File: src/core/claim_defines.svh
`ifndef CLAIM_DEFINES_SVH
`define CLAIM_DEFINES_SVH

// =====================================================================
// Bus geometry
`define APB_AW 8
`define REG_COUNT 16

// =====================================================================
// Register byte offsets
`define ADDR_CTRL 8'h00
`define ADDR_INSTR 8'h04
`define ADDR_FLAGS 8'h08
`define ADDR_STAT 8'h0c
`define ADDR_EVENT 8'h10
`define ADDR_MASK 8'h14
`define REG_WIN 2'h1

// =====================================================================
// Instruction encodings
`define OP_PROBE_WORD 16'h7b0a
`define OP_RELEASE_WORD 16'h7b09
`define OP_ASSERT_WORD 16'h7b08
`define OP_CLAIM_HI 8'h7b
`define OP_CLAIM_LO 4'hd

// =====================================================================
// Flag positions in the flag register
`define FLG_C 0
`define FLG_Z 1
`define FLG_S 2
`define FLG_V 3
`define FLG_D 4
`define FLG_H 5
`define FLG_W 6

// =====================================================================
// Event bit positions
`define EV_DONE 0
`define EV_TRAP 1
`define EV_GRANT 2
`define EV_BADOP 3
`define EV_BUSY 4
`define EV_W 5

// =====================================================================
// Cycle counts
`define CYC_PROBE 4'h7
`define CYC_PIN 4'h5
`define CYC_HALF 4'h6
`define CYC_DECR 4'h7

`endif

File: src/core/claim_pkg.sv
package claim_pkg;

	// Sequencer states, one-hot
	typedef enum logic [4:0] {
		ST_IDLE = 5'h01,
		ST_FIXED = 5'h02,
		ST_FIRST = 5'h04,
		ST_DELAY = 5'h08,
		ST_SECOND = 5'h10
	} state_t;

	// Instruction in flight, one-hot
	typedef enum logic [3:0] {
		OP_PROBE = 4'h1,
		OP_RELEASE = 4'h2,
		OP_ASSERT = 4'h4,
		OP_CLAIM = 4'h8
	} op_t;

endpackage

File: src/core/claim_sync.sv
`timescale 1ns/1ps

// =====================================================================
// Three-stage pin synchroniser; output moves once stages two and three agree
module claim_sync #(
	parameter logic RST_VAL = 1'b1
) (
	input wire logic clk,
	input wire logic rst,
	input wire logic d,
	output logic q
);

	logic s1_q; // First stage, read only by s2
	logic s2_q; // Second stage
	logic s3_q; // Third stage

	// Shift chain
	always_ff @(posedge clk or posedge rst)
	begin
		if (rst)
		begin
			s1_q <= RST_VAL;
			s2_q <= RST_VAL;
			s3_q <= RST_VAL;
			q <= RST_VAL;
		end
		else
		begin
			s1_q <= d;
			s2_q <= s1_q;
			s3_q <= s2_q;
			if (s2_q == s3_q)
				q <= s3_q;
		end
	end

endmodule

File: src/core/claim_unit.sv
`timescale 1ns/1ps
`include "claim_defines.svh"

// Function
// RULE1: Probe copies grant pin into sign flag
// RULE2: Probe is one fixed word, 7 cycles
// RULE3: Claim clears zero flag before first sample
// RULE4: Grant low first: sign 0, release, stop
// RULE5: Grant high first: drive claim low
// RULE6: Decrement counter register to zero, then resample
// RULE7: Program loads counter above two beforehand
// RULE8: Grant low second: sign 1, claim held
// RULE9: Grant high second: sign 0, release
// RULE10: Request path ends with zero flag set
// RULE11: Sign, zero, claim encode three outcomes
// RULE12: Outside logic blocks bus while claiming
// RULE13: Claim encoding with register field, 12+7n cycles
// RULE14: Release drives claim high, 5 cycles
// RULE15: Assert drives claim low, 5 cycles
// RULE16: Pin instructions trap outside system mode
module claim_unit (
	input wire logic clk,
	input wire logic rst,
	input wire logic psel,
	input wire logic penable,
	input wire logic pwrite,
	input wire logic [`APB_AW-1:0] paddr,
	input wire logic [31:0] pwdata,
	output logic [31:0] prdata,
	output logic pready,
	output logic pslverr,
	input wire logic shared_grant_in_n,
	output logic shared_claim_out_n,
	output logic irq
);

	// =================================================================
	// State
	claim_pkg::state_t st_q; // Sequencer state
	claim_pkg::state_t st_d; // Next sequencer state
	claim_pkg::op_t op_q; // Instruction in flight or last run
	logic [3:0] cnt_q; // Cycle countdown within a phase
	logic [3:0] cnt_d; // Next countdown
	logic [3:0] rd_q; // Counter register index
	logic [15:0] regs_q [`REG_COUNT]; // Word register file
	logic [`FLG_W-1:0] flags_q; // H D V S Z C
	logic sys_q; // System mode
	logic [15:0] instr_q; // Last accepted word
	logic [`EV_W-1:0] ev_q; // Sticky events
	logic [`EV_W-1:0] mask_q; // Event mask
	logic claim_n_q; // Claim pin level
	logic irq_q; // Interrupt line
	logic pready_q; // Bus answer
	logic pslverr_q; // Bus error
	logic [31:0] prdata_q; // Bus read data
	logic grant_s; // Synchronised grant pin, 1 = inactive

	// =================================================================
	// Grant pin synchroniser
	claim_sync #(
		.RST_VAL(1'b1)
	) u_sync (
		.clk(clk),
		.rst(rst),
		.d(shared_grant_in_n),
		.q(grant_s)
	);

	// =================================================================
	// Bus decode
	wire acc = psel & penable & ~pready_q; // First access cycle
	wire fin = psel & penable & pready_q; // Completing edge
	wire wr_fin = fin & pwrite;
	wire rd_fin = fin & ~pwrite;
	wire aligned = paddr[1:0] == 2'h0;
	wire sel_ctrl = paddr == `ADDR_CTRL;
	wire sel_instr = paddr == `ADDR_INSTR;
	wire sel_flags = paddr == `ADDR_FLAGS;
	wire sel_stat = paddr == `ADDR_STAT;
	wire sel_event = paddr == `ADDR_EVENT;
	wire sel_mask = paddr == `ADDR_MASK;
	wire sel_reg = aligned & (paddr[7:6] == `REG_WIN);
	wire [3:0] reg_idx = paddr[5:2];
	wire mapped = sel_ctrl | sel_instr | sel_flags | sel_stat | sel_event | sel_mask | sel_reg;
	wire busy = st_q != claim_pkg::ST_IDLE;
	// Read selection
	wire [31:0] stat_w = {29'h0000_0000, ~grant_s, ~claim_n_q, busy};
	wire [31:0] rd_mux =
		sel_ctrl ? {31'h0000_0000, sys_q} :
		sel_instr ? {16'h0000, instr_q} :
		sel_flags ? {26'h000_0000, flags_q} :
		sel_stat ? stat_w :
		sel_event ? {27'h000_0000, ev_q} :
		sel_mask ? {27'h000_0000, mask_q} :
		sel_reg ? {16'h0000, regs_q[reg_idx]} : 32'h0000_0000;

	// =================================================================
	// Instruction decode
	wire [15:0] iw = pwdata[15:0];
	wire is_probe = iw == `OP_PROBE_WORD; // [RULE2]
	wire is_rel = iw == `OP_RELEASE_WORD; // [RULE14]
	wire is_set = iw == `OP_ASSERT_WORD; // [RULE15]
	wire is_claim = (iw[15:8] == `OP_CLAIM_HI) & (iw[3:0] == `OP_CLAIM_LO); // [RULE13]
	wire priv = is_probe | is_rel | is_set;
	wire issue_req = wr_fin & sel_instr;
	wire refuse = issue_req & busy;
	wire trap_w = issue_req & ~busy & priv & ~sys_q; // [RULE16]
	wire bad_w = issue_req & ~busy & ~priv & ~is_claim;
	wire issue_w = issue_req & ~busy & ((priv & sys_q) | is_claim);
	// Phase ends
	wire tick = cnt_q == 4'h0;
	wire fixed_end = (st_q == claim_pkg::ST_FIXED) & tick;
	wire first_end = (st_q == claim_pkg::ST_FIRST) & tick;
	wire delay_end = (st_q == claim_pkg::ST_DELAY) & tick;
	wire second_end = (st_q == claim_pkg::ST_SECOND) & tick;
	wire [15:0] dec_val = regs_q[rd_q] - 16'h0001;
	wire last_dec = dec_val == 16'h0000;
	wire done_w = fixed_end | second_end;
	wire granted_w = second_end & ~grant_s;
	wire sw_wr = wr_fin & ~busy; // Control, flag and register-file writes locked while running; mask writes are not
	// Events; a read clears only the bits it returned, so a late set survives
	wire [`EV_W-1:0] ev_set = {refuse, bad_w, granted_w, trap_w, done_w};
	wire [`EV_W-1:0] ev_clr = (rd_fin & sel_event) ? prdata_q[`EV_W-1:0] : {`EV_W{1'b0}};
	wire [`EV_W-1:0] ev_d = (ev_q & ~ev_clr) | ev_set;

	// =================================================================
	// Sequencer next state
	always_comb
	begin
		st_d = st_q;
		cnt_d = tick ? cnt_q : cnt_q - 4'h1;
		unique case (st_q)
			claim_pkg::ST_IDLE:
			begin
				// Launch: claim runs two halves, others one fixed span
				if (issue_w & is_claim)
				begin
					st_d = claim_pkg::ST_FIRST;
					cnt_d = `CYC_HALF - 4'h1; // [RULE13]
				end
				else if (issue_w)
				begin
					st_d = claim_pkg::ST_FIXED;
					cnt_d = is_probe ? `CYC_PROBE - 4'h1 : `CYC_PIN - 4'h1; // [RULE2] [RULE14] [RULE15]
				end
			end
			claim_pkg::ST_FIXED:
			begin
				if (tick)
					st_d = claim_pkg::ST_IDLE;
			end
			claim_pkg::ST_FIRST:
			begin
				// Grant inactive: request and delay; else short tail
				if (tick & grant_s)
				begin
					st_d = claim_pkg::ST_DELAY;
					cnt_d = `CYC_DECR - 4'h1; // [RULE5]
				end
				else if (tick)
				begin
					st_d = claim_pkg::ST_FIXED;
					cnt_d = `CYC_HALF - 4'h1; // [RULE4]
				end
			end
			claim_pkg::ST_DELAY:
			begin
				// One decrement per span until the register is zero
				if (tick & last_dec)
				begin
					st_d = claim_pkg::ST_SECOND;
					cnt_d = `CYC_HALF - 4'h1; // [RULE6]
				end
				else if (tick)
					cnt_d = `CYC_DECR - 4'h1;
			end
			claim_pkg::ST_SECOND:
			begin
				if (tick)
					st_d = claim_pkg::ST_IDLE;
			end
		endcase
	end
	// Sequencer registers
	always_ff @(posedge clk or posedge rst)
	begin
		if (rst)
		begin
			st_q <= claim_pkg::ST_IDLE;
			cnt_q <= 4'h0;
		end
		else
		begin
			st_q <= st_d;
			cnt_q <= cnt_d;
		end
	end
	// Operation and operand capture
	always_ff @(posedge clk or posedge rst)
	begin
		if (rst)
		begin
			op_q <= claim_pkg::OP_PROBE;
			rd_q <= 4'h0;
			instr_q <= 16'h0000;
		end
		else if (issue_w)
		begin
			op_q <= is_claim ? claim_pkg::OP_CLAIM :
				is_probe ? claim_pkg::OP_PROBE :
				is_rel ? claim_pkg::OP_RELEASE : claim_pkg::OP_ASSERT;
			rd_q <= iw[7:4];
			instr_q <= iw;
		end
	end

	// =================================================================
	// Flags; C V D H only change by software
	always_ff @(posedge clk or posedge rst)
	begin
		if (rst)
			flags_q <= {`FLG_W{1'b0}};
		else if (sw_wr & sel_flags)
			flags_q <= pwdata[`FLG_W-1:0];
		else if (issue_w & is_claim)
			flags_q[`FLG_Z] <= 1'b0; // [RULE3]
		else if (first_end & ~grant_s)
			flags_q[`FLG_S] <= 1'b0; // [RULE4] [RULE11]
		else if (fixed_end & (op_q == claim_pkg::OP_PROBE))
			flags_q[`FLG_S] <= grant_s; // [RULE1]
		else if (second_end)
		begin
			flags_q[`FLG_S] <= ~grant_s; // [RULE8] [RULE9]
			flags_q[`FLG_Z] <= 1'b1; // [RULE10]
		end
	end

	// Claim pin, inactive high from reset
	always_ff @(posedge clk or posedge rst)
	begin
		if (rst)
			claim_n_q <= 1'b1;
		else if (first_end)
			claim_n_q <= ~grant_s; // [RULE4] [RULE5]
		else if (second_end & grant_s)
			claim_n_q <= 1'b1; // [RULE9]
		else if (fixed_end & (op_q == claim_pkg::OP_RELEASE))
			claim_n_q <= 1'b1; // [RULE14]
		else if (fixed_end & (op_q == claim_pkg::OP_ASSERT))
			claim_n_q <= 1'b0; // [RULE15]
	end

	// Register file; the sequencer owns it while running
	always_ff @(posedge clk or posedge rst)
	begin
		if (rst)
		begin
			for (int i = 0; i < `REG_COUNT; i++)
				regs_q[i] <= 16'h0000;
		end
		else if (delay_end)
			regs_q[rd_q] <= dec_val; // [RULE6]
		else if (sw_wr & sel_reg)
			regs_q[reg_idx] <= pwdata[15:0];
	end

	// =================================================================
	// Control, events, mask, interrupt
	always_ff @(posedge clk or posedge rst)
	begin
		if (rst)
		begin
			sys_q <= 1'b0;
			mask_q <= {`EV_W{1'b0}};
			ev_q <= {`EV_W{1'b0}};
			irq_q <= 1'b0;
		end
		else
		begin
			if (sw_wr & sel_ctrl)
				sys_q <= pwdata[0];
			if (wr_fin & sel_mask)
				mask_q <= pwdata[`EV_W-1:0];
			ev_q <= ev_d;
			irq_q <= |(ev_d & mask_q);
		end
	end

	// Bus answer: one wait state, data and error from flops
	always_ff @(posedge clk or posedge rst)
	begin
		if (rst)
		begin
			pready_q <= 1'b0;
			pslverr_q <= 1'b0;
			prdata_q <= 32'h0000_0000;
		end
		else
		begin
			pready_q <= acc;
			pslverr_q <= acc & ~mapped;
			prdata_q <= acc ? rd_mux : 32'h0000_0000;
		end
	end

	assign prdata = prdata_q;
	assign pready = pready_q;
	assign pslverr = pslverr_q;
	assign shared_claim_out_n = claim_n_q;
	assign irq = irq_q;
endmodule

File: config.mk
export PLATFORM = sky130hd
export DESIGN_NAME = claim_unit
export DESIGN_NICKNAME = d
export VERILOG_FILES = /design/src/core/claim_pkg.sv /design/src/core/claim_sync.sv /design/src/core/claim_unit.sv
export VERILOG_INCLUDE_DIRS = /design/src /design/src/core
export SDC_FILE = /design/constraint.sdc
export NUM_CORES = 1
export LEC_CHECK = 0
export CAP_MARGIN = 20
export CORE_ASPECT_RATIO = 2
export CORE_MARGIN = 4
export CORE_UTILIZATION = 55
export DETAILED_ROUTE_END_ITERATION = 16
export DONT_BUFFER_PORTS = 1
export GPL_TIMING_DRIVEN = 0
export PLACE_DENSITY = 0.7
export SLEW_MARGIN = 15
export SYNTH_ARGS = -nofsm -noshare
export SYNTH_HDL_FRONTEND = slang
export SYNTH_SLANG_ARGS = --single-unit
File: constraint.sdc
create_clock -name clk -period 25.6 [get_ports clk]
set_clock_uncertainty 0.05 [all_clocks]
set_input_delay 1.28 -clock clk [delete_from_list [all_inputs] [get_ports clk]]
set_output_delay 1.28 -clock clk [all_outputs]
set_load 0.005 [all_outputs]
# Yosys cells after proc, flatten, opt, wreduce, memory -nomap -nowiden

Cells that the tools add are included.

Flip-flop bits (word level): 330
Output and inout port bits: 36
Logic and storage cells: 200

Add/subtract/negate cells: 2
Eq/ne operators: 28
$lt $le $gt $ge: 4
Bitwise operators: 61
Reductions and logical operators: 15
Muxes and demuxes: 54

Operator list:

| cell                    | count |
|---|---|
| $bwmux W256             | 2 |
| $mux W256               | 2 |
| $mux W16                | 14 |
| $bmux W16 S4            | 2 |
| $demux W16 S4           | 2 |
| $eq A16 B15 Y1 const B  | 3 |
| $and A1 B1 Y1           | 36 |
| $mux W5                 | 7 |
| $mux W4                 | 8 |
| $pmux W5 S4             | 1 |
| $eq A8 B4 Y1 const B    | 2 |
| $eq A8 B5 Y1 const B    | 2 |
| $logic_not A16 Y1       | 1 |
| $sub A16 B1 Y16 const B | 1 |
| $pmux W4 S3             | 1 |
| $and A5 B5 Y5           | 2 |
| $ge A5 B5 Y1 const B    | 2 |
| $lt A5 B1 Y1 const B    | 2 |
| $mux W1                 | 10 |
| $not A4 Y5              | 2 |
| $or A1 B1 Y1            | 10 |
| $ne A3 B3 Y1 const B    | 3 |
| $not A1 Y1              | 9 |
| $eq A8 B3 Y1 const B    | 1 |
| other kinds (33)        | 39 |

# Longest topological paths before layout

Gate-level depths: netlist of run 1.

Depth in word-level cells: 12
Depth in mapped cells: 16

# Modules after synthesis

Synthesis of run 1 repeated with hierarchy kept, for this count alone.

Cell total of the unflattened synthesis: 1906
Area, all modules: 19273.5 µm²

Modules (own cells, without submodules):

| module     | area an instance (µm²) | sequential area each (µm²) | cells each | times used |
|---|---|---|---|---|
| claim_unit | 19153.4                | 8061.5                     | 1900       | 1 |
| claim_sync | 120.1                  | 105.1                      | 6          | 1 |

# Worst setup path after synthesis of run 1

Ideal clock, no wire load.

Path kind: in2reg
Start: in paddr[2]
End: reg prdata_q[10] (netlist: prdata[10])
Library setup time: 0.132 ns
Path buffers: 3
Cell stages on the path: 7
Setup slack: 21.673 ns
Arrival time: 3.745 ns
Path through: clkbuf_1 > buf_1 > buf_1 > mux4_2 > mux4_2 > a22oi_1 > nor2_1

Word-level cells in the longest chain between the ends: 12
Elaborated cells on any way between the ends: 18
Classes of those cells: eq/ne: 5; mux: 11; bitwise: 1; reduce/logical: 1

Ends and longest elaborated chain:

| element                                     | RTL line          | text |
|---|---|---|
| from (decl)                                 | claim_unit.sv:27  | `` input wire logic [`APB_AW-1:0] paddr, `` |
| $not A4 Y5 (implied by the code)            | claim_unit.sv:95  | `sel_reg ? {16'h0000, regs_q[reg_idx]} : 32'h0000_0000;` |
| $bmux W16 S4                                | claim_unit.sv:95  |  |
| $mux W16 (implied by the code) (2 in a row) | claim_unit.sv:95  |  |
| $mux W16                                    | claim_unit.sv:95  |  |
| $mux W16                                    | claim_unit.sv:94  | `sel_mask ? {27'h000_0000, mask_q} :` |
| $mux W16                                    | claim_unit.sv:93  | `sel_event ? {27'h000_0000, ev_q} :` |
| $mux W16                                    | claim_unit.sv:92  | `sel_stat ? stat_w :` |
| $mux W16                                    | claim_unit.sv:91  | `sel_flags ? {26'h000_0000, flags_q} :` |
| $mux W16                                    | claim_unit.sv:90  | `sel_instr ? {16'h0000, instr_q} :` |
| $mux W16 *                                  | claim_unit.sv:89  | `sel_ctrl ? {31'h0000_0000, sys_q} :` |
| $mux W16 *                                  | claim_unit.sv:302 | `prdata_q <= acc ? rd_mux : 32'h0000_0000;` |
| to (signal assigned)                        | claim_unit.sv:302 |  |
| to (decl)                                   | claim_unit.sv:55  | `logic [31:0] prdata_q;` |

Every way passes the cells marked *; elsewhere a longest branch is shown, timed or not. The select of a mux whose other input is x is not followed.
A chain may end at the register's enable or synchronous reset.

# Worst setup path in the final report of run 1

Start: reg rd_q[1]
End: reg regs_q[134] in the netlist's numbering

Word-level cells in the longest chain between the ends: 7
Elaborated cells on any way between the ends: 12
Classes of those cells: add/sub: 1; order compare: 2; mux: 7; bitwise: 1; reduce/logical: 1

Ends and longest elaborated chain:

| element                                                                      | RTL line                             | text |
|---|---|---|
| from (decl)                                                                  | claim_unit.sv:44                     | `logic [3:0] rd_q;` |
| from (signal assigned)                                                       | claim_unit.sv:212                    | `rd_q <= iw[7:4];` |
| $not A4 Y5 (implied by the code) *                                           | claim_unit.sv:116, claim_unit.sv:262 |  |
| $bmux W16 S4 (tied with other cells)                                         | claim_unit.sv:116                    | `wire [15:0] dec_val = regs_q[rd_q] - 16'h0001;` |
| $mux W16 (implied by the code) / $logic_and A1 B1 Y1 (equally long branches) | claim_unit.sv:116, claim_unit.sv:262 |  |
| $mux W16, on equally long branches                                           | claim_unit.sv:116, claim_unit.sv:262 |  |
| $sub A16 B1 Y16 / $demux W16 S4 (equally long branches)                      | claim_unit.sv:116, claim_unit.sv:262 |  |
| $bwmux W256 *                                                                | claim_unit.sv:262                    | `regs_q[rd_q] <= dec_val;` |
| $mux W256 *                                                                  | claim_unit.sv:261                    | `else if (delay_end)` |
| to (signal, indexed assignment)                                              | claim_unit.sv:262                    |  |
| to (signal, indexed assignment)                                              | claim_unit.sv:264                    | `regs_q[reg_idx] <= pwdata[15:0];` |
| to (decl)                                                                    | claim_unit.sv:45                     | `` logic [15:0] regs_q [`REG_COUNT]; `` |

Marked as above.

==> results.ini, run 1 <==
[clock_network]
cts-buffers-inserted = 31
ctsRootBufferMaster = sky130_fd_sc_hd__clkbuf_16
tritoncts = done
clock_sink_count = 326
htree_levels = 1
post_cts_sizing = 0
cts.path.max_buffers = 3
cts_hold_repair.buffers = 0
insertion_delay_ns = 0.60
cts.repair_timing.setup_buffer_count = 0
clock_pin_slew_on_the_worst_setup_and_hold_paths_ns = 0.07

[sta]
final.min_clock_period_ns = 5.028
hold_viol_final = 0
worst-slew-pin-transition_ns = 1.176
timing.final.crit_share_pct = 19.64
tns_ns = 0
max_slew_margin_vs_limit_pct = 20.85
whs_ns = 0.3083
maximum_achievable_frequency_ghz = 0.1989
final-setup-viol-count = 0
report.final.slew_viol_count = 0
rsz_0062_raised_after_global_routing = false

[synthesis]
syn-instance-count = 1894
number_of_register_bits_inferred_by_synthesis = 326
synthesis.yosys.warnings = 0
synth_area_per_cell_um2 = 10.33
synth-edff-count = 0
synth.cell_area_um2 = 19560
synth-seq-area-share_pct = 41.75
post_synth_num_cell_types = 76
ys_dominant_reg_cell = sky130_fd_sc_hd__dfrtp_1
synthArstFlopShare_pct = 100.0

[critical_path]
endpoint_kind = flop
cp_max_fo = 10
crit_arrival_ns = 5.50
critPathKind = flop to flop
required_ns = 26.07
setup.worst_path.start_class = flop

[floorplan]
floorplan.die.height_um = 274.7
design.die.area_um2 = 38830
floorplan.io_pins = 82
die_w_um = 141.3
number_of_placement_rows = 97
floorplan.initialDensity_pct = 55.76
core_area_um2 = 35070

[routing]
route.vias.total = 17140
route.detailed.wl_per_inst_um = 30.83
drc = 0
first_iter_violations = 2089
drtPass1Iterations = 6
route.final.wire_length_mm = 74.82
post_drt_via_cell_ratio = 7.063
route.antenna.remaining_nets = 0

[run_status]
run_status = finished, final reports clean

[placement]
placement.io_buffers = 0
dp_hpwl_mm = 57.98
number_of_placed_cells_counting_well_taps = 2361
finalWeightedCongestion = 0.9890

[global_route]
globalRouteOverflowTotal = 0
total_routing_resource_utilization_after_global_routing_pct = 38.62
vias_in_the_first_global_route = 17880
global_route_wire_length_before_repair_mm = 110.6
grt_antenna_before_repair = 2
grt_start_max_net_pins = 93

[power_and_ir_drop]
total_power_mw = 1.140
peakVddDrop_uv = 68.06
cellLeakagePower_nw = 8.362
power_density_over_cell_area_nw_per_um2 = 52.97

[cells_and_area]
utilization_pct = 61.37
syn2layout_area_growth_pct = 10.06
ratio_of_cells_with_drive_above_1_in_the_final_layout_pct = 17.64
layout_commonest_cell = sky130_fd_sc_hd__dfrtp_1
num-nets-final = 2003
num-fill-cells = 2950
final_cells = 2427
most-common-layout-cells = 319 x sky130_fd_sc_hd__dfrtp_1, 315 x sky130_fd_sc_hd__nand2_1, 271 x sky130_fd_sc_hd__a22oi_1, 202 x sky130_fd_sc_hd__o21ai_0, 137 x sky130_fd_sc_hd__clkbuf_1

[worst_hold_path]
worst_min_path_class = flop to flop

[job]
timing.max_cap.violations = 0

-- stage by stage --
step                      instance area, um^2  worst slack, ns
after CTS                               21480            20.80
after detailed placement                20320            20.31
after floorplan                         19620            15.26
after global placement                  20170            11.83
final                                   21530            20.57
after global routing                    21530            20.46
-- state kept, by name (all words and copies together), names as in the netlist, 3 cells and up --
signal,cells
regs_q,256
prdata,16
instr_q,13
flags_q,6
ev_q,5
mask_q,5
st_q,5
cnt_q,4
op_q,4
rd_q,3
-- final timing paths --
path | from | end | slack, ns | cells after the start
worst max-delay path | rd_q[1] | regs_q[134] | 20.57 | 14
worst max register to register | rd_q[1] | regs_q[134] | 20.57 | 14
worst min register to register | u_sync.s1_q | u_sync.s2_q | 0.31 | 0
worst min-delay path | u_sync.s1_q | u_sync.s2_q | 0.31 | 0
min in group asynchronous | rst | st_q[4] | 0.55 | 1
max in group asynchronous | rst | regs_q[4] | 23.22 | 4
-- kinds of logic after synthesis --
group | synth area share, %
compound gates | 21.19
simple gates | 11.93
flops | 41.75
buf+inv | 5.540
mux | 18.53
xor+xnor | 0.7869
fa+ha+maj | 0.2431
other cells | 0.01917
-- per-layer routing --
| metal | wire length (um) | global-route usage [%] |
|---|---|---|
| met2 | 37910 | 66.08 |
| met1 | 23540 | 40.36 |
| met4 | 8016 | 33.74 |
| met5 | 0 | 0 |
| met3 | 5356 | 6.592 |
-- cells in the mapped netlist (3+ instances only) --
master	n	area share [%]
sky130_fd_sc_hd__a211oi_1	3	0.12
sky130_fd_sc_hd__a21oi_1	36	0.92
sky130_fd_sc_hd__a221oi_1	3	0.13
sky130_fd_sc_hd__a22oi_1	271	10
sky130_fd_sc_hd__a22oi_2	11	0.70
sky130_fd_sc_hd__a2bb2oi_1	4	0.18
sky130_fd_sc_hd__and2_1	4	0.13
sky130_fd_sc_hd__and3_1	7	0.22
sky130_fd_sc_hd__and4_1	3	0.13
sky130_fd_sc_hd__buf_1	14	0.27
sky130_fd_sc_hd__buf_12	4	0.41
sky130_fd_sc_hd__buf_2	24	0.61
sky130_fd_sc_hd__buf_4	25	0.96
sky130_fd_sc_hd__buf_6	5	0.29
sky130_fd_sc_hd__clkbuf_1	137	2.6
sky130_fd_sc_hd__dfrtp_1	319	41
sky130_fd_sc_hd__dfstp_2	7	0.94
sky130_fd_sc_hd__ha_1	3	0.19
sky130_fd_sc_hd__inv_1	18	0.35
sky130_fd_sc_hd__mux2_2	17	0.98
sky130_fd_sc_hd__mux2i_1	13	0.67
sky130_fd_sc_hd__mux4_1	16	2.1
sky130_fd_sc_hd__mux4_2	128	15
sky130_fd_sc_hd__nand2_1	315	6.0
sky130_fd_sc_hd__nand2_2	3	0.096
sky130_fd_sc_hd__nand2b_1	13	0.42
sky130_fd_sc_hd__nand3_1	17	0.43
sky130_fd_sc_hd__nand3b_1	5	0.19
sky130_fd_sc_hd__nand4_1	8	0.26
sky130_fd_sc_hd__nand4b_1	3	0.13
sky130_fd_sc_hd__nor2_1	68	1.3
sky130_fd_sc_hd__nor2_2	7	0.22
sky130_fd_sc_hd__nor2b_1	5	0.16
sky130_fd_sc_hd__nor3_1	22	0.56
sky130_fd_sc_hd__nor4_1	7	0.22
sky130_fd_sc_hd__o21ai_0	202	5.2
sky130_fd_sc_hd__o21ai_1	58	1.5
sky130_fd_sc_hd__o21ai_2	21	0.94
sky130_fd_sc_hd__o22ai_1	4	0.13
sky130_fd_sc_hd__or2_2	6	0.19
sky130_fd_sc_hd__or3_1	4	0.13
sky130_fd_sc_hd__xnor2_1	5	0.22
sky130_fd_sc_hd__xnor2_2	4	0.33
-- area by class of cell --
type | count | area [um^2] | area share [%]
Buffer | 210 | 1017 | 4.725
Tap cell | 445 | 556.8 | 2.586
Clock inverter | 18 | 267.8 | 1.244
Sequential cell | 326 | 8167 | 37.94
Inverter | 18 | 75.07 | 0.3487
Antenna cell | 3 | 7.507 | 0.03487
Clock buffer | 40 | 889.6 | 4.133
Multi-Input combinational cell | 1355 | 10380 | 48.22
Timing Repair Buffer | 12 | 165.2 | 0.7672
-- where the power goes --
| group | internal (mW) | switching, mW |
|---|---|---|
| Clock | 0.307 | 0.222 |
| Combinational | 0.0275 | 0.0639 |
| Sequential | 0.518 | 0.00197 |
| Total | 0.852 | 0.288 |
-- worst max-delay path, cell delays in order, from the launching register on --
cell                       delay (ns)
sky130_fd_sc_hd__dfrtp_1         0.32
sky130_fd_sc_hd__buf_2           0.27
sky130_fd_sc_hd__clkbuf_1        0.88
sky130_fd_sc_hd__mux4_2          0.42
sky130_fd_sc_hd__a22oi_1         0.28
sky130_fd_sc_hd__nand2_1         0.25
sky130_fd_sc_hd__inv_1           0.14
sky130_fd_sc_hd__ha_1            0.22
sky130_fd_sc_hd__nand3_1         0.15
sky130_fd_sc_hd__a21oi_4         0.42
sky130_fd_sc_hd__nand2_1         0.12
sky130_fd_sc_hd__xnor2_1         0.58
sky130_fd_sc_hd__clkbuf_1        0.46
sky130_fd_sc_hd__a22oi_1         0.16
sky130_fd_sc_hd__o21ai_0         0.20
Power figures use the tool's default switching activity.
==> run 2, diff against run 1 <==
- clock period: 25.6 -> 5 ns (I/O delays scaled with it)
==> run 2 against run 1 <==
Net effect: worst hold slack got worse by 0.27 ns; total power grew to 4.9 times the previous value; sequential cell count is the same; final cell count grew 0.62%; wire length grew 1.5%; core utilization up 0.17 points; critical path depth shrank 3; critical path type unchanged.
==> results.ini, run 2 (synthesized netlist as in run 1, its figures left out) <==
[power_and_ir_drop]
power.combinational.fraction_pct = 8.9
fraction_of_power_consumed_by_the_clock_network_pct = 43.3
power_density_over_cell_area_nw_per_um2 = 258.0
total_power_mw = 5.571
peakVddDrop_uv = 276.4
power.net_switching_mw = 1.460
p_int_mw = 4.111
seq_power_share_pct = 47.8
swShare_pct = 26.20
cellLeakagePower_nw = 8.394

[clock_network]
cts.path.max_buffers = 3
cts-buffers-inserted = 31
ctsRootBufferMaster = sky130_fd_sc_hd__clkbuf_16
insertion_delay_ns = 0.62
tritoncts = done
htree_levels = 1
clock_sink_count = 326
clock_pin_slew_on_the_worst_setup_and_hold_paths_ns = 0.07

[placement]
number_of_placed_cells_counting_well_taps = 2370
finalWeightedCongestion = 1.043
post_place_cell_area_um2 = 20480
dp_hpwl_mm = 58.90
placement.io_buffers = 0

[floorplan]
floorplan.die.height_um = 274.7
design.die.area_um2 = 38830
floorplan.initialDensity_pct = 55.76
floorplan.io_pins = 82
number_of_placement_rows = 97
die_w_um = 141.3
core_area_um2 = 35070

[critical_path]
crit_arrival_ns = 5.34
required_ns = 5.42
cp_max_fo = 10
setup.worst_path.start_class = flop
endpoint_kind = flop
critPathKind = flop to flop
timing.reg2reg.worst_path_depth = 11

[cells_and_area]
most-common-layout-cells = 319 x sky130_fd_sc_hd__dfrtp_1, 315 x sky130_fd_sc_hd__nand2_1, 271 x sky130_fd_sc_hd__a22oi_1, 202 x sky130_fd_sc_hd__o21ai_0, 147 x sky130_fd_sc_hd__clkbuf_1
ratio_of_cells_with_drive_above_1_in_the_final_layout_pct = 17.36
layout_commonest_cell = sky130_fd_sc_hd__dfrtp_1
num-nets-final = 2017
num-fill-cells = 2940
final_cells = 2442
utilization_pct = 61.55
syn2layout_area_growth_pct = 10.38
max_ffs_per_register = 256
registers.top_by_ff_count = regs_q
layout.cell_area.non_filler_um2 = 21590

[routing]
post_drt_via_cell_ratio = 7.186
route.detailed.wl_per_inst_um = 31.09
route.antenna.remaining_nets = 0
route.vias.total = 17550
drtPass1Iterations = 8
drc = 0
first_iter_violations = 2113
route.final.wire_length_mm = 75.93

[global_route]
vias_in_the_first_global_route = 18000
total_routing_resource_utilization_after_global_routing_pct = 39.14
globalRouteOverflowTotal = 0
grt_start_max_net_pins = 37
grt_antenna_before_repair = 5
global_route_wire_length_before_repair_mm = 112.1

[worst_hold_path]
worstHoldPathCells = 3
worst_min_path_class = input pin to flop

[sta]
report.final.slew_viol_count = 0
tns_ns = 0
max_slew_margin_vs_limit_pct = 22.61
timing.final.crit_share_pct = 98.35
rsz_0062_raised_after_global_routing = false
final.min_clock_period_ns = 4.918
hold_viol_final = 0
maximum_achievable_frequency_ghz = 0.2034
final-setup-viol-count = 0
worst-slew-pin-transition_ns = 1.158

[run_status]
run_status = finished, final reports clean

[job]
timing.max_cap.violations = 0

run 2: cell count changes in the layout (fill, tap and decap cells not counted), sizes merged:
cell | previous run | this run
clkbuf | 179 | 189
dlygate4sd3 | 0 | 9
buf | 83 | 89
bufinv | 6 | 1
clkinvlp | 4 | 1
inv | 20 | 18
clkinv | 6 | 5
diode | 3 | 4
run 2: worst paths after layout:
path	startpoint	endpoint	slack (ns)
setup reg to reg	rd_q[1]	regs_q[194]	0.08
hold / removal	paddr[1]	prdata[2]	0.04
setup / recovery	rd_q[1]	regs_q[194]	0.08
hold reg to reg	u_sync.s1_q	u_sync.s2_q	0.31
min in group asynchronous	rst	prdata[8]	0.09
max in group asynchronous	rst	regs_q[48]	3.33
run 2: power groups by stage:
stage          sequential, mW  clock, mW  combinational [mW]
6_report                 2.66       2.41               0.493
4_1_cts                  2.66       2.41               0.482
2_1_floorplan            2.71          0               0.312
3_5_place_dp             2.71          0               0.474
3_3_place_gp             2.71          0               0.438
5_1_grt                  2.66       2.51               0.528
run 2: layer usage:
| layer | global-route usage, % | wire length [um] | up-vias |
|---|---|---|---|
| li1 | - | - | 7258 |
| met1 | 41.28 | 23380 | 8678 |
| met2 | 67.24 | 38850 | 1197 |
| met3 | 6.766 | 5970 | 413 |
| met4 | 32.70 | 7710 | 2 |
| met5 | 0 | 13 | - |
run 2: per-stage QoR:
step           setup WS [ns]  hold WS (ns)
6_report             0.08249       0.03728
5_1_grt              0.02605       0.07886
4_1_cts               0.2197       0.04206
3_5_place_dp          0.2535        0.1057
3_3_place_gp          -1.381        0.2056
2_1_floorplan         0.3550        0.2045
run 2: final cells by class:
type | instances | area, um^2 | area share, %
Buffer | 209 | 1016 | 4.706
Clock inverter | 7 | 63.81 | 0.2956
Clock buffer | 51 | 920.9 | 4.266
Timing Repair Buffer | 27 | 394.1 | 1.826
Sequential cell | 326 | 8167 | 37.83
Antenna cell | 4 | 10.01 | 0.04637
Tap cell | 445 | 556.8 | 2.579
Multi-Input combinational cell | 1355 | 10390 | 48.12
Inverter | 18 | 71.32 | 0.3304
run 2: repair_timing:
item | 4_1_cts | 5_1_grt
setup buffers | 0 | 0
hold buffers | 9 | 0
endpoints found under the setup margin | 0 | 17
resized for setup | 0 | 4
hold endpoints to repair | 92 | 0
run 2: worst max-delay path, cell delays in order, from the launching register on:
cell and delay [ns]:
sky130_fd_sc_hd__dfrtp_1 0.34, sky130_fd_sc_hd__buf_2 0.31, sky130_fd_sc_hd__buf_4 0.29, sky130_fd_sc_hd__buf_4 0.29
sky130_fd_sc_hd__clkbuf_1 0.68, sky130_fd_sc_hd__clkbuf_1 0.56, sky130_fd_sc_hd__nand3_1 0.37, sky130_fd_sc_hd__nor3_1 0.77
sky130_fd_sc_hd__o21ai_1 0.45, sky130_fd_sc_hd__clkbuf_1 0.40, sky130_fd_sc_hd__nand2_1 0.15, sky130_fd_sc_hd__o21ai_0 0.09
